[config.mk]
export PLATFORM = sky130hd
export DESIGN_NAME = tst_sensor_trim
export DESIGN_NICKNAME = d
export VERILOG_FILES = /design/src/include/tst_pkg.sv /design/src/include/tst_chan_if.sv /design/src/design/tst_current_decode.sv /design/src/design/tst_trim_apply.sv /design/src/design/tst_sensor_trim.sv
export VERILOG_INCLUDE_DIRS = /design/src /design/src/include
export SDC_FILE = /design/constraint.sdc
export NUM_CORES = 1
export LEC_CHECK = 0
export ABC_AREA = 1
export BUFFER_PORTS_ARGS = -buffer_cell sky130_fd_sc_hd__buf_4
export CAP_MARGIN = 20
export CORE_AREA = 2 2 138 140
export DETAILED_ROUTE_END_ITERATION = 8
export DIE_AREA = 0 0 140 142
export PLACE_DENSITY_LB_ADDON = 0.2
export SYNTH_ARGS = -nofsm -noshare
export SYNTH_HDL_FRONTEND = slang
export SYNTH_SLANG_ARGS = --single-unit
[constraint.sdc]
create_clock -name clk -period 7.7 [get_ports clk]
set_input_delay 0.77 -clock clk [delete_from_list [all_inputs] [get_ports clk]]
set_output_delay 0.77 -clock clk [all_outputs]
set_load 0.01 [all_outputs]
[src/include/tst_defines.svh]
// register offsets, field positions, reset values, coarse current steps and reading width for the sensor trim block
// assumes: included by bare name from design and testbench files
`ifndef TST_DEFINES_SVH
`define TST_DEFINES_SVH

// register offsets (byte addresses on the plain register port)
`define TST_ADDR_S1_TRIM_HIGH 16'hfe7c
`define TST_ADDR_S1_TRIM_LOW  16'hfe7d
`define TST_ADDR_S2_TRIM_HIGH 16'hfe7e
`define TST_ADDR_S2_TRIM_LOW  16'hfe7f
`define TST_ADDR_S1_CURRENT   16'hfe80
`define TST_ADDR_S2_CURRENT   16'hfe81

// field positions
`define TST_POLARITY_BIT  1
`define TST_TRIM_MSB_BIT  0
`define TST_COARSE_HI     7
`define TST_COARSE_LO     6
`define TST_FINE_HI       5
`define TST_FINE_LO       0

// reset values: trims zero, coarse field at lowest step
`define TST_RESET_TRIM    8'h00
`define TST_RESET_CURRENT 8'h00

// coarse current steps in microamps
`define TST_COARSE_STEP0  8'h0a
`define TST_COARSE_STEP1  8'h14
`define TST_COARSE_STEP2  8'h1e
`define TST_COARSE_STEP3  8'h28

// converter reading width
`define TST_READING_W     12

`endif

[src/include/tst_pkg.sv]
// types shared by the sensor trim block
// assumes: compiled before interface and design files
package tst_pkg;

	// index of a sensing input
	typedef enum logic {
		TST_INPUT_FIRST,
		TST_INPUT_SECOND
	} tst_input_e;

	// decoded trim of one input
	typedef struct packed {
		logic       negative;
		logic [8:0] magnitude;
	} tst_trim_s;

	// decoded excitation setting of one input
	typedef struct packed {
		logic [7:0] coarse_ua;
		logic [5:0] fine_steps;
	} tst_current_s;

endpackage : tst_pkg

[src/include/tst_chan_if.sv]
// per-input carrier between the register file and the per-input datapath
// assumes: one instance per sensing input
`timescale 1ns/100ps
interface tst_chan_if;
	logic [7:0] trim_high;
	logic [7:0] trim_low;
	logic [7:0] current;

	modport regs (output trim_high, output trim_low, output current);
	modport path (input trim_high, input trim_low, input current);
endinterface : tst_chan_if

[src/design/tst_current_decode.sv]
// decodes one excitation current byte into coarse microamps and fine steps
// assumes: byte comes from a register on the same clock
`timescale 1ns/100ps
`include "tst_defines.svh"
module tst_current_decode (
	// register byte
	input  wire logic [7:0]            current_byte,
	// decoded setting
	output tst_pkg::tst_current_s      setting
);

	// coarse field picks a fixed step, fine field passes through
	always_comb begin
		case (current_byte[`TST_COARSE_HI:`TST_COARSE_LO])
			2'b00:   setting.coarse_ua = `TST_COARSE_STEP0;
			2'b01:   setting.coarse_ua = `TST_COARSE_STEP1;
			2'b10:   setting.coarse_ua = `TST_COARSE_STEP2;
			default: setting.coarse_ua = `TST_COARSE_STEP3;
		endcase
		setting.fine_steps = current_byte[`TST_FINE_HI:`TST_FINE_LO];
	end

endmodule : tst_current_decode

[src/design/tst_trim_apply.sv]
// applies one input's signed offset trim to its converter reading
// assumes: reading and trim bytes share the block clock
`timescale 1ns/100ps
`include "tst_defines.svh"
module tst_trim_apply (
	// clock and reset
	input  wire logic                        clk,
	input  wire logic                        rst_n,
	// trim and current bytes
	tst_chan_if.path                         chan,
	// converter reading
	input  wire logic [`TST_READING_W-1:0]   reading,
	input  wire logic                        reading_valid,
	// results
	output tst_pkg::tst_trim_s               trim,
	output tst_pkg::tst_current_s            setting,
	output logic      [`TST_READING_W-1:0]   trimmed,
	output logic                             trimmed_valid
);

	logic [`TST_READING_W:0] sum_wide;

	// polarity bit and nine-bit magnitude; upper bits unused
	assign trim = {chan.trim_high[`TST_POLARITY_BIT], chan.trim_high[`TST_TRIM_MSB_BIT],
		chan.trim_low};

	// plain wide add or subtract of the trim; the top bit flags overflow for the clamp
	always_comb begin
		if (trim.negative) begin
			sum_wide = {1'b0, reading} - {4'h0, trim.magnitude};
		end else begin
			sum_wide = {1'b0, reading} + {4'h0, trim.magnitude};
		end
	end

	// registered trimmed reading, clamped at both ends
	always_ff @(posedge clk or negedge rst_n) begin
		if (!rst_n) begin
			trimmed <= '0;
		end else if (reading_valid) begin
			if (sum_wide[`TST_READING_W]) begin
				trimmed <= trim.negative ? '0 : '1;
			end else begin
				trimmed <= sum_wide[`TST_READING_W-1:0];
			end
		end
	end

	// result valid one cycle after the reading
	always_ff @(posedge clk or negedge rst_n) begin
		if (!rst_n) begin
			trimmed_valid <= 1'b0;
		end else begin
			trimmed_valid <= reading_valid;
		end
	end

	// current byte decode
	tst_current_decode u_decode (
		.current_byte (chan.current),
		.setting      (setting)
	);

endmodule : tst_trim_apply

[src/design/tst_sensor_trim.sv]
// top of the temperature sensing trim and excitation configuration block
// assumes: converter readings arrive on clk; register port master on clk
//
// The address-and-strobe port was chosen for this implementation.
`timescale 1ns/100ps
`include "tst_defines.svh"

// ****************************************************************
// notes
// ****************************************************************
// Notes on behaviour
// - Bit 1 of each high trim register picks the sign: 1 subtracts, 0 adds the trim.
// - The first input's trim magnitude is high bit 0 above the eight low bits, applied to its reading.
// - The second input's trim is formed the same way and applied to the second reading.
// - Coarse bits 7:6 of the first current register give 10, 20, 30 or 40 microamps.
// - The second current register uses the same coarse encoding.
// - Fine bits 5:0 are a per-step current added on top of any coarse setting.
// - After reset each coarse field selects the lowest step, 10 microamps.
module tst_sensor_trim (
	// clock and reset
	input  wire logic                       clk,
	input  wire logic                       resetn,
	// register port
	input  wire logic [15:0]                reg_addr,
	input  wire logic [7:0]                 reg_wdata,
	input  wire logic                       reg_write,
	input  wire logic                       reg_read,
	output logic      [7:0]                 reg_rdata,
	// first_temp_sense_input converter side
	input  wire logic [`TST_READING_W-1:0]  first_reading,
	input  wire logic                       first_reading_valid,
	output logic      [`TST_READING_W-1:0]  first_trimmed,
	output logic                            first_trimmed_valid,
	output logic      [7:0]                 first_coarse_ua,
	output logic      [5:0]                 first_fine_steps,
	// second_temp_sense_input converter side
	input  wire logic [`TST_READING_W-1:0]  second_reading,
	input  wire logic                       second_reading_valid,
	output logic      [`TST_READING_W-1:0]  second_trimmed,
	output logic                            second_trimmed_valid,
	output logic      [7:0]                 second_coarse_ua,
	output logic      [5:0]                 second_fine_steps
);

	// ****************************************************************
	// reset release
	// ****************************************************************
	logic rst_sync1_reg;
	logic rst_n;

	// two-stage release of the asynchronous reset
	always_ff @(posedge clk or negedge resetn) begin
		if (!resetn) begin
			rst_sync1_reg <= 1'b0;
			rst_n         <= 1'b0;
		end else begin
			rst_sync1_reg <= 1'b1;
			rst_n         <= rst_sync1_reg;
		end
	end

	// ****************************************************************
	// register file
	// ****************************************************************
	logic [7:0] s1_trim_high_reg;
	logic [7:0] s1_trim_low_reg;
	logic [7:0] s2_trim_high_reg;
	logic [7:0] s2_trim_low_reg;
	logic [7:0] s1_current_reg;
	logic [7:0] s2_current_reg;
	logic [7:0] rdata_next;

	// byte writes, all bits stored
	always_ff @(posedge clk or negedge rst_n) begin
		if (!rst_n) begin
			s1_trim_high_reg <= `TST_RESET_TRIM;
			s1_trim_low_reg  <= `TST_RESET_TRIM;
			s2_trim_high_reg <= `TST_RESET_TRIM;
			s2_trim_low_reg  <= `TST_RESET_TRIM;
			s1_current_reg   <= `TST_RESET_CURRENT;
			s2_current_reg   <= `TST_RESET_CURRENT;
		end else if (reg_write) begin
			case (reg_addr)
				`TST_ADDR_S1_TRIM_HIGH: s1_trim_high_reg <= reg_wdata;
				`TST_ADDR_S1_TRIM_LOW:  s1_trim_low_reg  <= reg_wdata;
				`TST_ADDR_S2_TRIM_HIGH: s2_trim_high_reg <= reg_wdata;
				`TST_ADDR_S2_TRIM_LOW:  s2_trim_low_reg  <= reg_wdata;
				`TST_ADDR_S1_CURRENT:   s1_current_reg   <= reg_wdata;
				`TST_ADDR_S2_CURRENT:   s2_current_reg   <= reg_wdata;
				default:                ;
			endcase
		end
	end

	// read mux; unmapped addresses read zero
	always_comb begin
		case (reg_addr)
			`TST_ADDR_S1_TRIM_HIGH: rdata_next = s1_trim_high_reg;
			`TST_ADDR_S1_TRIM_LOW:  rdata_next = s1_trim_low_reg;
			`TST_ADDR_S2_TRIM_HIGH: rdata_next = s2_trim_high_reg;
			`TST_ADDR_S2_TRIM_LOW:  rdata_next = s2_trim_low_reg;
			`TST_ADDR_S1_CURRENT:   rdata_next = s1_current_reg;
			`TST_ADDR_S2_CURRENT:   rdata_next = s2_current_reg;
			default:                rdata_next = 8'h00;
		endcase
	end

	// read data stand only in the cycle after the strobe
	always_ff @(posedge clk or negedge rst_n) begin
		if (!rst_n) begin
			reg_rdata <= 8'h00;
		end else if (reg_read) begin
			reg_rdata <= rdata_next;
		end else begin
			reg_rdata <= 8'h00;
		end
	end

	// ****************************************************************
	// per-input datapaths
	// ****************************************************************
	tst_chan_if chan_first ();
	tst_chan_if chan_second ();
	tst_pkg::tst_current_s first_setting;
	tst_pkg::tst_current_s second_setting;

	// register bytes onto the carriers
	assign chan_first.trim_high  = s1_trim_high_reg;
	assign chan_first.trim_low   = s1_trim_low_reg;
	assign chan_first.current    = s1_current_reg;
	assign chan_second.trim_high = s2_trim_high_reg;
	assign chan_second.trim_low  = s2_trim_low_reg;
	assign chan_second.current   = s2_current_reg;

	// first input trim and excitation
	tst_trim_apply u_first (
		.clk           (clk),
		.rst_n         (rst_n),
		.chan          (chan_first.path),
		.reading       (first_reading),
		.reading_valid (first_reading_valid),
		.trim          (),
		.setting       (first_setting),
		.trimmed       (first_trimmed),
		.trimmed_valid (first_trimmed_valid)
	);

	// second input trim and excitation
	tst_trim_apply u_second (
		.clk           (clk),
		.rst_n         (rst_n),
		.chan          (chan_second.path),
		.reading       (second_reading),
		.reading_valid (second_reading_valid),
		.trim          (),
		.setting       (second_setting),
		.trimmed       (second_trimmed),
		.trimmed_valid (second_trimmed_valid)
	);

	// excitation codes to the analog source, straight from registers
	assign first_coarse_ua   = first_setting.coarse_ua;
	assign first_fine_steps  = first_setting.fine_steps;
	assign second_coarse_ua  = second_setting.coarse_ua;
	assign second_fine_steps = second_setting.fine_steps;

	// ****************************************************************
	// checks
	// ****************************************************************
	property p_first_sign;
		@(posedge clk) disable iff (!rst_n)
		(first_reading_valid && s1_trim_high_reg[1] && first_reading > 12'h1ff)
		|=> first_trimmed == $past(first_reading) - {3'h0, $past(s1_trim_high_reg[0]),
			$past(s1_trim_low_reg)};
	endproperty
	a_first_sign: assert property (p_first_sign) else $error("negative trim wrong");

	property p_first_add;
		@(posedge clk) disable iff (!rst_n)
		(first_reading_valid && !s1_trim_high_reg[1] && first_reading < 12'he00)
		|=> first_trimmed == $past(first_reading) + {3'h0, $past(s1_trim_high_reg[0]),
			$past(s1_trim_low_reg)};
	endproperty
	a_first_add: assert property (p_first_add) else $error("first trim wrong");

	property p_second_add;
		@(posedge clk) disable iff (!rst_n)
		(second_reading_valid && !s2_trim_high_reg[1] && second_reading < 12'he00)
		|=> second_trimmed == $past(second_reading) + {3'h0, $past(s2_trim_high_reg[0]),
			$past(s2_trim_low_reg)};
	endproperty
	a_second_add: assert property (p_second_add) else $error("second trim wrong");

	property p_first_coarse;
		@(posedge clk) disable iff (!rst_n)
		first_coarse_ua == 8'h0a + 8'h0a * {6'h00, s1_current_reg[7:6]};
	endproperty
	a_first_coarse: assert property (p_first_coarse) else $error("first coarse wrong");

	property p_second_coarse;
		@(posedge clk) disable iff (!rst_n)
		second_coarse_ua == 8'h0a + 8'h0a * {6'h00, s2_current_reg[7:6]};
	endproperty
	a_second_coarse: assert property (p_second_coarse) else $error("second coarse wrong");

	property p_fine;
		@(posedge clk) disable iff (!rst_n)
		(reg_write && reg_addr == 16'hfe80) |=> first_fine_steps == $past(reg_wdata[5:0]);
	endproperty
	a_fine: assert property (p_fine) else $error("fine step not taken");

	property p_reset_coarse;
		@(posedge clk) $rose(rst_n) |-> first_coarse_ua == 8'h0a && second_coarse_ua == 8'h0a;
	endproperty
	a_reset_coarse: assert property (p_reset_coarse) else $error("coarse not lowest");

	property p_readback;
		@(posedge clk) disable iff (!rst_n)
		(reg_write && reg_addr == 16'hfe7e) ##1 (reg_read && reg_addr == 16'hfe7e && !reg_write)
		|=> reg_rdata == $past(reg_wdata, 2);
	endproperty
	a_readback: assert property (p_readback) else $error("readback mismatch");

	property p_second_sign;
		@(posedge clk) disable iff (!rst_n)
		(second_reading_valid && s2_trim_high_reg[1] && second_reading > 12'h1ff)
		|=> second_trimmed == $past(second_reading) - {3'h0, $past(s2_trim_high_reg[0]),
			$past(s2_trim_low_reg)};
	endproperty
	a_second_sign: assert property (p_second_sign) else $error("second sign wrong");

	property p_first_floor;
		@(posedge clk) disable iff (!rst_n)
		(first_reading_valid && s1_trim_high_reg[1]
			&& {3'h0, s1_trim_high_reg[0], s1_trim_low_reg} > first_reading)
		|=> first_trimmed == 12'h000;
	endproperty
	a_first_floor: assert property (p_first_floor) else $error("first floor wrong");

	property p_second_floor;
		@(posedge clk) disable iff (!rst_n)
		(second_reading_valid && s2_trim_high_reg[1]
			&& {3'h0, s2_trim_high_reg[0], s2_trim_low_reg} > second_reading)
		|=> second_trimmed == 12'h000;
	endproperty
	a_second_floor: assert property (p_second_floor) else $error("second floor wrong");

	property p_first_ceiling;
		@(posedge clk) disable iff (!rst_n)
		(first_reading_valid && !s1_trim_high_reg[1]
			&& ({1'b0, first_reading} + {4'h0, s1_trim_high_reg[0], s1_trim_low_reg}) > 13'h0fff)
		|=> first_trimmed == 12'hfff;
	endproperty
	a_first_ceiling: assert property (p_first_ceiling) else $error("first ceiling wrong");

	property p_second_ceiling;
		@(posedge clk) disable iff (!rst_n)
		(second_reading_valid && !s2_trim_high_reg[1]
			&& ({1'b0, second_reading} + {4'h0, s2_trim_high_reg[0], s2_trim_low_reg}) > 13'h0fff)
		|=> second_trimmed == 12'hfff;
	endproperty
	a_second_ceiling: assert property (p_second_ceiling) else $error("second ceiling wrong");

	property p_first_hold;
		@(posedge clk) disable iff (!rst_n)
		!first_reading_valid |=> $stable(first_trimmed);
	endproperty
	a_first_hold: assert property (p_first_hold) else $error("first result moved");

	property p_second_hold;
		@(posedge clk) disable iff (!rst_n)
		!second_reading_valid |=> $stable(second_trimmed);
	endproperty
	a_second_hold: assert property (p_second_hold) else $error("second result moved");

	property p_result_valid;
		@(posedge clk) disable iff (!rst_n)
		first_trimmed_valid == $past(first_reading_valid)
			&& second_trimmed_valid == $past(second_reading_valid);
	endproperty
	a_result_valid: assert property (p_result_valid) else $error("result valid wrong");

	property p_rdata_idle;
		@(posedge clk) disable iff (!rst_n)
		!$past(reg_read) |-> reg_rdata == 8'h00;
	endproperty
	a_rdata_idle: assert property (p_rdata_idle) else $error("read data not idle");

	property p_unmapped_read;
		@(posedge clk) disable iff (!rst_n)
		(reg_read && (reg_addr < 16'hfe7c || reg_addr > 16'hfe81)) |=> reg_rdata == 8'h00;
	endproperty
	a_unmapped_read: assert property (p_unmapped_read) else $error("unmapped read not zero");

	property p_second_fine;
		@(posedge clk) disable iff (!rst_n)
		(reg_write && reg_addr == 16'hfe81) |=> second_fine_steps == $past(reg_wdata[5:0]);
	endproperty
	a_second_fine: assert property (p_second_fine) else $error("second fine not taken");

	property p_reset_result;
		@(posedge clk) $rose(rst_n) |-> first_trimmed == 12'h000 && second_trimmed == 12'h000
			&& !first_trimmed_valid && !second_trimmed_valid;
	endproperty
	a_reset_result: assert property (p_reset_result) else $error("result not cleared");

	property p_write_lands;
		@(posedge clk) disable iff (!rst_n)
		(reg_write && reg_addr == 16'hfe7d) |=> s1_trim_low_reg == $past(reg_wdata);
	endproperty
	a_write_lands: assert property (p_write_lands) else $error("write not stored");

endmodule : tst_sensor_trim

Word level (Yosys, flattened, before mapping)
Index checks and enable logic that the tools add are counted.
{ "op_classes": {"add_sub_neg": 4, "reduce_logical": 8, "muxes": 10, "eq_ne": 10} }
{ "op_table": {"columns": ["op", "n"], "rows": [
  ["== test 16 bit, second input constant", 6],
  ["2-to-1 mux 12 bit", 4],
  ["one-hot mux 8 bit (6 select lines)", 1],
  ["one-hot mux 6 bit (3 select lines)", 2],
  ["adder 12 x 9 -> 13 bit", 2],
  ["2-to-1 mux 13 bit", 2],
  ["subtractor 12 x 9 -> 13 bit", 2],
  ["AND reduction 2 bit", 6],
  ["2-to-1 mux 8 bit", 1],
  ["== test 2 x 1 -> 1 bit, second input constant", 2],
  ["== test 2 bit, second input constant", 2],
  ["zero test 2 bit", 2]
]} }
{ "totals": {"wordCells": 45, "inputBits": 54, "regBits": 84, "output_inout_bits": 62} }

Logic depth before layout (Yosys ltp)
Gate-level depths: netlist of run 1.
{ "depth": {"word_depth": 3, "depth_mapped": 21} }

Hierarchy
From an unflattened synthesis of run 1, not the netlist that was laid out.
{ "unflattened": {"hier_cells": 939, "hier_area_um2": 6555.0} }
{ "modules_own_cells": {"columns": ["module", "cells_each", "seq_area_each_um2", "instances", "area_each_um2"], "rows": [
  ["tst_sensor_trim", 312, 1451.4, 1, 2772.7],
  ["tst_trim_apply (u_first)", 293, 325.3, 1, 1757.9],
  ["tst_trim_apply (u_second)", 294, 325.3, 1, 1729.2],
  ["tst_current_decode", 20, 0.0, 2, 147.6]
]} }

Worst setup path after synthesis of run 1
OpenSTA, ideal clock, no wires.
{ "synth_timing": {"path_type": "register to register", "startpoint": "reg s1_trim_low_reg[0] (netlist: chan_first.trim_low[0])", "endpoint": "reg u_first.trimmed[0]", "required_ps": 7583, "setup_slack_ps": 5087, "path_stages_with_launch": 20, "arrival_ps": 2497, "path_cell_list": "dfrtp_1 > inv_1 > ha_1 > inv_1 > nor2_2 > inv_1 > o41ai_1 > xnor2_1 > inv_1 > ha_1 > nand2_2 > inv_2 > a21oi_1 > nand2_2 > nand2_2 > nand3_1 > nand3_1 > nand2_1 > nand2_1 > nand2_1"} }
{ "synth_between": {"elab_chain_cells": 3, "word_cells_on_any_way": 4, "cone_classes": "add/sub (2); mux (2)"} }
{ "synth_rtl": {"columns": ["item", "line_no", "text"], "rows": [
  ["from (decl)", "tst_sensor_trim.sv:66", "logic [7:0] s1_trim_low_reg;"],
  ["from (signal assigned)", "tst_sensor_trim.sv:77", "s1_trim_low_reg <= `TST_RESET_TRIM;"],
  ["from (signal assigned)", "tst_sensor_trim.sv:85", "`TST_ADDR_S1_TRIM_LOW: s1_trim_low_reg <= reg_wdata;"],
  ["adder 12 x 9 -> 13 bit / subtractor 12 x 9 -> 13 bit (equally long branches)", "tst_trim_apply.sv:32, tst_trim_apply.sv:30", null],
  ["2-to-1 mux 13 bit *", "tst_trim_apply.sv:29", "if (trim.negative) begin"],
  ["2-to-1 mux 12 bit *", "tst_trim_apply.sv:41", "if (sum_wide[`TST_READING_W]) begin"],
  ["to (signal assigned)", "tst_trim_apply.sv:42", "trimmed <= trim.negative ? '0 : '1;"],
  ["to (signal assigned)", "tst_trim_apply.sv:44", "trimmed <= sum_wide[`TST_READING_W-1:0];"],
  ["to (decl)", "tst_trim_apply.sv:17", "output logic [`TST_READING_W-1:0] trimmed,"]
]} }
Mark *: on every way between the ends. The rest lies on a longest branch, timed or not.
A chain may end at the register's enable or synchronous reset.

Worst setup path after layout of run 1
{ "layout_timing": {"startpoint": "reg s1_trim_low_reg[0] (netlist: chan_first.trim_low[0])", "endpoint": "reg u_first.trimmed[8]"} }
The elaborated chain is that of the path after synthesis.

==> results of run 1 <==
-- synth_stat cells (8+ instances only) --
cell type,count,share of area
nand4_1,10,0.0099
xor2_1,16,0.022
nand3_1,72,0.057
buf_6,8,0.014
nor2_2,9,0.0089
ha_1,34,0.067
o21ai_2,24,0.033
nand2_1,331,0.20
nor2_1,51,0.030
dfrtp_1,84,0.33
inv_1,116,0.069
buf_4,21,0.025
inv_2,10,0.0059
a21oi_1,24,0.019
o21ai_1,29,0.023
nand2_2,8,0.0079
-- cells by family after synthesis --
logic type,after synthesis,synth area share
simple gates,510,0.357
compound gates,91,0.0903
xor+xnor,19,0.0263
other cells,2,0.00119
buf+inv,163,0.119
fa+ha+maj,36,0.0735
flops,84,0.332
-- layout by cell type, fill, tap and decap left out, types with 2 or more instances in the layout --
cell and count:
inv_1 116, nand3_2 7, xnor2_1 3, nand3_4 2, nor2_4 7, nand3_1 72
nand4_1 10, dfrtp_1 83, xor2_1 16, a31oi_1 2, nand2_4 3, a21oi_1 24
o31ai_1 4, o21ai_0 4, ha_1 34, o21ai_2 24, nor2_2 9, nand2_2 8
clkinv_2 2, fa_1 2, inv_2 10, conb_1 7, o21ai_1 29, nand2_1 331
buf_4 109, nor4_1 4, clkbuf_16 9, nor2_1 51, a21oi_2 2
-- worst register-to-register path: cells and delay by family (launching register included) --
family	cells	cell delay [ns]
flip-flops	1	0.43
buffers and inverters	5	0.31
adder cells (fa/ha/maj)	2	0.49
XOR/XNOR	1	0.17
AO/OA/AOI/OAI	2	0.51
AND/OR/NAND/NOR	9	0.92
-- final cells by class --
class	instances	area (um2)	share of cell area
Multi-Input combinational cell	663	3490	0.465
Sequential cell	84	2110	0.281
Timing Repair Buffer	110	846	0.113
Inverter	126	473	0.0630
Tap cell	234	293	0.0390
Clock buffer	10	229	0.0305
Clock inverter	6	65.1	0.00867
-- stage by stage --
step / cells / power, W / hold WS [ns] / utilization
2_1_floorplan: 910 / 0.000596 / 0.331 / -
3_3_place_gp: 1216 / 0.000672 / 0.336 / 0.389
3_5_place_dp: 1217 / 0.000675 / 0.342 / 0.391
4_1_cts: 1233 / 0.00112 / 0.169 / 0.407
5_1_grt: 1233 / 0.00117 / 0.168 / 0.407
6_report: 1233 / 0.00110 / 0.185 / 0.407
-- power by group --
| part | total (W) | switching (W) | leakage (nW) | internal, W |
|---|---|---|---|---|
| Combinational | 0.000191 | 0.000111 | 2.84 | 0.0000807 |
| Clock | 0.000441 | 0.000189 | 0.143 | 0.000252 |
| Sequential | 0.000472 | 0.0000133 | 1.08 | 0.000459 |
-- worst max-delay path by stage --
stage / from / depth (start not counted) / slack (ns) / end
after floorplan: chan_first.trim_low[0] / 19 / 5.09 / u_first.trimmed[0]
after global placement: chan_first.trim_low[0] / 19 / 4.84 / u_first.trimmed[4]
final: chan_first.trim_low[0] / 19 / 4.76 / u_first.trimmed[8]
after CTS: chan_first.trim_low[0] / 19 / 4.75 / u_first.trimmed[8]
after global routing: chan_first.trim_low[0] / 19 / 4.42 / u_first.trimmed[8]
after detailed placement: chan_first.trim_low[0] / 19 / 4.78 / u_first.trimmed[4]
-- metal layers --
| metal | routed length (um) | part of all wire | global-route usage |
|---|---|---|---|
| met1 | 7830 | 0.49 | 0.228 |
| met2 | 7110 | 0.45 | 0.269 |
| met3 | 680 | 0.043 | 0.0340 |
| met4 | 263 | 0.017 | 0.0484 |
| met5 | 0 | 0 | 0 |
==> flow_summary.toml, run 1 <==
[placed_design]
dp_hpwl_um = 12700
place_ws_ns = 4.78
gp_congestion = 0.856
place_area_um2 = 7210
portBuffers = 109

[critical_path]
crit_buf_inv = 5
crit_type = "register to register"
ff2ff_setup_slack_ns = 4.76
path_delay_family = "simple AND/OR/NAND/NOR gates"
cp_common_cell = "inv_1"
critPathSlowestCell = "dfrtp_1"
end_kind = "register"
crit_chain = "inv_1 > ha_1 > inv_1 > nor2_2 > inv_1 > o41ai_1 > xnor2_1 > inv_1 > ha_1 > nand2_2 > inv_2 > a21oi_1 > nand2_2 > nand2_2 > nand3_1 > nand3_1 > nand2_1 > nand2_1 > nand2_1"
rr_endpoint = "u_first.trimmed[8]"
crit_arrival_ns = 3.18
crit_path_max_fanout = 8
crit_required_ns = 7.94
ff2ff_path_depth = 19
cpPeakStageDelay_ns = 0.43
cp-start-kind = "register"
timing.rr.start = "chan_first.trim_low[0]"

[sta]
hold_viol_final = 0
relSlewSlack = 0.636
finalCriticalPeriod_ns = 2.94
fin_ws_ns = 4.76
finalCritPeriodShare = 0.382
finalMaxSlewViolations = 0
tns_ns = 0
rsz0062_at_grt = "false"
worstMarginPinSlew_ns = 0.541
timing.fmax_mhz = 340
skew_ns = 0.00897
setup_viol = 0

[detailed_routing]
wl_per_cell_um = 12.9
avgViaCountPerCell = 4.59
vias = 5663
drcViolationCount = 5
drt_iter0_markers = 290
postRouteAntennaNets = 0
wl_um = 15900
dr.pass1.iters = 6

[clock_tree]
clockBufferDepth = 2
cts_tree = "built"
cts_setup_buffers = 0
insertion_delay_ns = 0.35
holdBufCountCts = 0
cts_root_buf = "clkbuf_16"
cts-buffers-inserted = 9
cts.clk_slew.worst_paths_ns = 0.07
cts_num_sinks = 84
h-tree-depth = 3
ctsResizeCount = 0

[die]
die_h_um = 142
rows = 50
dieArea_um2 = 19900
fp.dieW_um = 140
ios = 116
start_util = 0.343
core_um2 = 18500

[pwr]
ir_drop_v = 0.000107
p_leak_nw = 4.06
power.density_nw_per_um2 = 147

[cells_and_area]
drive_gt1_frac = 0.201
fin_area_um2 = 7500
reg_top3 = "u_first.trimmed x12, u_second.trimmed x12"
nets = 1084
insertedDiodeCount = 0
fillers = 1995
area_growth_pct = 18.5

[flow_run]
max_cap_viol_count = 0

[synth]
ys_warn_count = 0
seq_area_frac_synth = 0.332
ys_seq_elements = 84
ys_types = 38
synth_ff_type = "dfrtp_1"
synth_edf_count = 0
ys_async_sr_fraction = 1.00
synthesis.area_um2 = 6330
synthesis.instances = 905
avgSynthCellArea_um2 = 7.00

[run_status]
violations = "design-rule violations"
status = "finished with violations"

[global_routing]
overflow = 0
antenna_found_initial = 0
grt_max_degree = 45
grt_pass1_vias = 5386
grt.total_usage = 0.167
grt_pass1_wl_um = 26600

[min_path]
hold_class = "input pin to asynchronous set/reset pin"
(Power assumes the default switching activity.)
==> run 2: changes to the inputs <==
--- a/config.mk
+++ b/config.mk
@@ -6,12 +6,12 @@
 export SDC_FILE = /design/constraint.sdc
 export NUM_CORES = 1
 export LEC_CHECK = 0
-export ABC_AREA = 1
+export ABC_AREA = 0
 export BUFFER_PORTS_ARGS = -buffer_cell sky130_fd_sc_hd__buf_4
 export CAP_MARGIN = 20
-export CORE_AREA = 2 2 138 140
+export CORE_AREA = 2 2 126 128
 export DETAILED_ROUTE_END_ITERATION = 8
-export DIE_AREA = 0 0 140 142
+export DIE_AREA = 0 0 128 130
 export PLACE_DENSITY_LB_ADDON = 0.2
 export SYNTH_ARGS = -nofsm -noshare
 export SYNTH_HDL_FRONTEND = slang
==> constraint.sdc (replaced) <==
create_clock -name clk -period 2.5 [get_ports clk]
set_input_delay 0.25 -clock clk [delete_from_list [all_inputs] [get_ports clk]]
set_output_delay 0.25 -clock clk [all_outputs]
set_load 0.01 [all_outputs]
==> flow_summary.toml, run 2 <==
[synth]
synthesis.instances = 505
post-synth-top-count-cell = "dfrtp_1"
ys_top_cells_by_area = "dfrtp_1, mux2_1, ha_1, xnor2_1, nor2_1"
ys_types = 59
ys_seq_elements = 84
synth_area_leader_cell = "dfrtp_1"
seq_area_frac_synth = 0.399
ys_async_sr_fraction = 1.00
synth_edf_count = 0
synth_ff_type = "dfrtp_1"
synth_top_area_share = 0.399
avgSynthCellArea_um2 = 10.4
synthTopCellsByCount = "dfrtp_1, mux2_1, nor2_1, inv_1, ha_1"
synthesis.area_um2 = 5260
ys_warn_count = 0

[min_path]
hold_end = "u_second.trimmed_valid"
hold_class = "input pin to register"
hp-start = "second_reading_valid"
worstHoldPathCells = 1

[flow_run]
max_cap_viol_count = 0

[global_routing]
grt_max_degree = 46
grt_pass1_vias = 4466
grt.total_usage = 0.168
antenna_found_initial = 0
grt_pass1_wl_um = 21900
overflow = 0

[pwr]
p_leak_nw = 3.62
ir_drop_v = 0.000358
power.density_nw_per_um2 = 460
p_total_w = 0.00342

[cells_and_area]
final_cell_mix = "buf_4, dfrtp_1, mux2_1, nor2_1, inv_1"
area_growth_pct = 41.1
nets = 778
insertedDiodeCount = 0
drive_gt1_frac = 0.404
reg_top3 = "u_first.trimmed x12, u_second.trimmed x12"
final_common_cell = "buf_4"

[sta]
finalCriticalPeriod_ns = 2.80
relSlewSlack = 0.594
whs_ns = 0.158
setup_viol = 24
skew_ns = 0.00802
tns_ns = -5.43
finalMaxSlewViolations = 0
timing.fmax_mhz = 357
finalCritPeriodShare = 1.12
rsz0062_at_grt = "true"
worstMarginPinSlew_ns = 0.607
fin_ws_ns = -0.300
hold_viol_final = 0

[critical_path]
cp-start-kind = "register"
crit_path_max_fanout = 4
timing.rr.start = "chan_second.trim_low[0]"
ff2ff_path_depth = 14
rr_endpoint = "u_second.trimmed[5]"
crit_required_ns = 2.77
end_kind = "register"
ff2ff_setup_slack_ns = -0.30
crit_arrival_ns = 3.07
crit_type = "register to register"

[clock_tree]
cts.clk_slew.worst_paths_ns = 0.06
clockBufferDepth = 2
cts_num_sinks = 84
cts_root_buf = "clkbuf_16"
h-tree-depth = 3
insertion_delay_ns = 0.34
cts_tree = "built"
cts-buffers-inserted = 9

[detailed_routing]
drt_iter0_markers = 277
wl_um = 13500
wl_per_cell_um = 15.2
dr.pass1.iters = 5
postRouteAntennaNets = 0
vias = 4337
drcViolationCount = 0
avgViaCountPerCell = 4.90

[die]
ios = 116
core_um2 = 15400
die_h_um = 130
fp.dieW_um = 128
start_util = 0.341
dieArea_um2 = 16600
rows = 46

[run_status]
status = "finished with violations"
violations = "negative setup slack"

[placed_design]
place_ws_ns = -0.330
dp_hpwl_um = 10600
portBuffers = 109
gp_congestion = 0.800
==> run 2: cell types whose count changed after synthesis, moves of 10 or more <==
cell,change
nand2_1,-315
inv_1,-80
nand3_1,-64
mux2_1,+46
o21ai_1,-27
o21ai_2,-24
xnor2_1,+22
o221ai_1,+12
a21o_1,+10
mux2i_1,+10
==> run 2: cell type report <==
cell class / count / area (um2)
Clock buffer: 11 / 233
Clock inverter: 5 / 61.3
Fill cell: 1448 / 8000
Inverter: 37 / 139
Multi-Input combinational cell: 354 / 3080
Sequential cell: 84 / 2110
Tap cell: 192 / 240
Timing Repair Buffer: 202 / 1570
==> run 2: worst max-delay path by stage <==
stage / endpoint / start / cells past startpoint
global placement: u_second.trimmed[7] / chan_second.trim_low[4] / 14
finish: u_second.trimmed[5] / chan_second.trim_low[0] / 14
floorplan: u_first.trimmed[0] / chan_first.trim_low[3] / 13
global route: u_second.trimmed[5] / chan_second.trim_low[0] / 14
detailed placement: u_first.trimmed[6] / chan_first.trim_low[6] / 11
CTS: u_second.trimmed[3] / chan_second.trim_low[1] / 14
==> run 2: what timing repair did <==
item / CTS / global route
hold endpoints to repair: 2 / 0
pin swaps: 12 / 6
gates cloned: 2 / 1
hold buffers: 1 / 0
buffers inserted: 4 / 2
endpoints found under the setup margin: 24 / 24
gates resized for setup: 26 / 16
==> run 2: worst max-delay path, stage by stage, from the launching register on <==
cell,delay [ns]
dfrtp_1,0.39
inv_1,0.10
ha_4,0.16
a31oi_4,0.08
o21bai_4,0.19
xnor2_2,0.13
ha_1,0.31
a21o_1,0.20
a21oi_4,0.19
o31ai_4,0.11
o31ai_4,0.23
xnor2_2,0.13
o21a_2,0.26
clkbuf_16,0.16
a21oi_2,0.10
==> run 2: logic make-up (layout without fill, tap and decap cells) <==
logic type	Yosys count	count (layout)	share of synthesized area
AOI/OAI and AO/OA	113	113	0.164
and+or+nand+nor	106	107	0.0999
DFF	84	84	0.399
buffers and inverters	73	255	0.0692
muxes	58	58	0.122
adders and majority gates	36	36	0.0884
xor gates and xnor gates	33	33	0.0563
other	2	7	0.00143
==> run 2: per-layer routing <==
layer,wire length [um],GRT usage,share of wire
met5,0,0,0
met4,118,0.0388,0.0088
met3,607,0.0455,0.045
met2,6750,0.292,0.50
met1,6000,0.209,0.45
==> run 2: power by group <==
part / internal [W] / total (W) / switching [W]
Combinational: 0.000324 / 0.000618 / 0.000293
Clock: 0.000780 / 0.00134 / 0.000556
Sequential: 0.00142 / 0.00146 / 0.0000461
Total: 0.00252 / 0.00342 / 0.000896
==> run 2: per-stage QoR <==
stage               instances  cell area (um2)  utilization
floorplan                 510             5350            -
global placement          859             6830        0.443
detailed placement        859             6830        0.443
CTS                       882             7310        0.474
global route              885             7430        0.482
finish                    885             7430        0.482
==> run 3: changes to the inputs <==
--- a/config.mk
+++ b/config.mk
@@ -9,9 +9,9 @@
 export ABC_AREA = 0
 export BUFFER_PORTS_ARGS = -buffer_cell sky130_fd_sc_hd__buf_4
 export CAP_MARGIN = 20
-export CORE_AREA = 2 2 126 128
+export CORE_AREA = 2 2 106 108
 export DETAILED_ROUTE_END_ITERATION = 8
-export DIE_AREA = 0 0 128 130
+export DIE_AREA = 0 0 108 110
 export PLACE_DENSITY_LB_ADDON = 0.2
 export SYNTH_ARGS = -nofsm -noshare
 export SYNTH_HDL_FRONTEND = slang
==> flow_summary.toml, run 3 (synthesis gave the netlist of run 2 again) <==
[die]
core_um2 = 10700
dieArea_um2 = 11900
die_h_um = 110
fp.dieW_um = 108
start_util = 0.492
ios = 116
rows = 38

[global_routing]
grt_pass1_vias = 4275
grt.total_usage = 0.216
grt_max_degree = 47
overflow = 0
grt_pass1_wl_um = 20200
antenna_found_initial = 0

[clock_tree]
cts.clk_slew.worst_paths_ns = 0.09
cts_root_buf = "clkbuf_8"
cts_num_sinks = 84
insertion_delay_ns = 0.36
clockBufferDepth = 2
cts-buffers-inserted = 9
cts_tree = "built"
h-tree-depth = 3

[pwr]
switchingPower_w = 0.000840
comb_power_share = 0.194
ir_drop_v = 0.000257
power.density_nw_per_um2 = 438
switching_share = 0.265
pwr-share-clk = 0.345
p_int_w = 0.00233
p_leak_nw = 3.56
p_total_w = 0.00317
p_seq_frac = 0.461

[cells_and_area]
fin_cells = 828
final_cell_mix = "buf_4, dfrtp_1, mux2_1, nor2_1, inv_1"
final_common_cell = "buf_4"
nets = 773
drive_gt1_frac = 0.404
fin_area_um2 = 7250
area_growth_pct = 37.7
insertedDiodeCount = 0
reg_top3 = "u_first.trimmed x12, u_second.trimmed x12"
final_util = 0.677

[critical_path]
cp-start-kind = "register"
critPathSlowestCell = "dfrtp_1"
ff2ff_setup_slack_ns = -0.26
crit_arrival_ns = 3.05
end_kind = "register"
crit_required_ns = 2.79
cpPeakStageDelay_ns = 0.41
crit_chain = "buf_6 > buf_6 > nor3_4 > nor2_2 > xnor2_1 > ha_2 > o21ai_2 > o21a_2 > o31ai_4 > o31ai_4 > xnor2_2 > o21a_2 > clkbuf_16 > a21oi_2"
rr_endpoint = "u_second.trimmed[4]"
crit_end = "u_second.trimmed[4]"
cp-startpoint = "chan_second.trim_low[0]"
ff2ff_path_depth = 14
crit_type = "register to register"
crit_path_max_fanout = 4
timing.rr.start = "chan_second.trim_low[0]"

[sta]
finalCritPeriodShare = 1.10
finalCriticalPeriod_ns = 2.76
finalMaxSlewViolations = 0
relSlewSlack = 0.592
fin_ws_ns = -0.261
setup_viol = 24
skew_ns = 0.00527
worstMarginPinSlew_ns = 0.612
rsz0062_at_grt = "true"
timing.fmax_mhz = 362
hold_viol_final = 0

[detailed_routing]
wl_um = 12700
drcViolationCount = 0
postRouteAntennaNets = 0
avgViaCountPerCell = 5.30
vias = 4389
wl_per_cell_um = 15.3
drt_iter0_markers = 201
dr.pass1.iters = 7

[placed_design]
dp_hpwl_um = 9510
portBuffers = 109
place_ws_ns = -0.299
place_area_um2 = 6700
gp_congestion = 0.879
place_inst = 800

[flow_run]
max_cap_viol_count = 0

[run_status]
violations = "negative setup slack"
status = "finished with violations"

[min_path]
hold_class = "input pin to register"
## run 3: final cells by class
type	count	area (um2)
clock inverters	5	85.1
fillers	845	3450
repair buffers	197	1530
inverters	37	139
flip-flops and latches	84	2110
clock buffers	11	141
well taps	140	175
multi-input cells	354	3070
## run 3: what timing repair did
action,CTS,global route
hold buffers,1,0
setup buffers,7,2
setup endpoints to repair,24,24
hold endpoints to repair,2,0
resized for setup,33,13
pin swaps,21,8
gates cloned,1,1
## run 3: worst min path at each step
stage                     slack [ns]  cells past startpoint                 start                     end
after floorplan                -0.05                      0                resetn                   rst_n
after global placement          0.03                      1                resetn           rst_sync1_reg
after detailed placement        0.03                      1                resetn           rst_sync1_reg
after CTS                       0.11                      1  second_reading_valid  u_second.trimmed_valid
after global routing            0.13                      1  second_reading_valid  u_second.trimmed_valid
final                           0.13                      1  second_reading_valid  u_second.trimmed_valid
## run 3: worst max-delay path, delay by kind of cell, from the launching register on
| kind | cells | cell delay [ns] |
|---|---|---|
| AOI/OAI and AO/OA | 6 | 1.03 |
| xor gates and xnor gates | 2 | 0.29 |
| buffers and inverters | 3 | 0.41 |
| and+or+nand+nor | 2 | 0.22 |
| adders and majority gates | 1 | 0.33 |
| DFF | 1 | 0.41 |
## run 3: stage by stage
step           hold WS (ns)  TNS, ns
3_3_place_gp         0.0321    -5.14
2_1_floorplan       -0.0456    -5.52
6_report              0.128    -5.13
4_1_cts               0.114    -4.83
5_1_grt               0.127    -8.59
3_5_place_dp         0.0332    -6.79
## run 3: routing by layer
layer | wire, um | track usage | vias to the layer above
met4 | 225 | 0.0733 | 0
met1 | 5590 | 0.280 | 2137
met2 | 6330 | 0.375 | 103
li1 | - | - | 2134
met3 | 512 | 0.0276 | 15
met5 | 0 | 0 | -
## run 3: power by group through the flow
stage               combinational (W)  sequential [W]  clock (W)
detailed placement           0.000552         0.00149          0
floorplan                    0.000260         0.00152          0
CTS                          0.000595         0.00146    0.00113
global placement             0.000541         0.00149          0
global route                 0.000673         0.00147    0.00119
finish                       0.000616         0.00146    0.00110
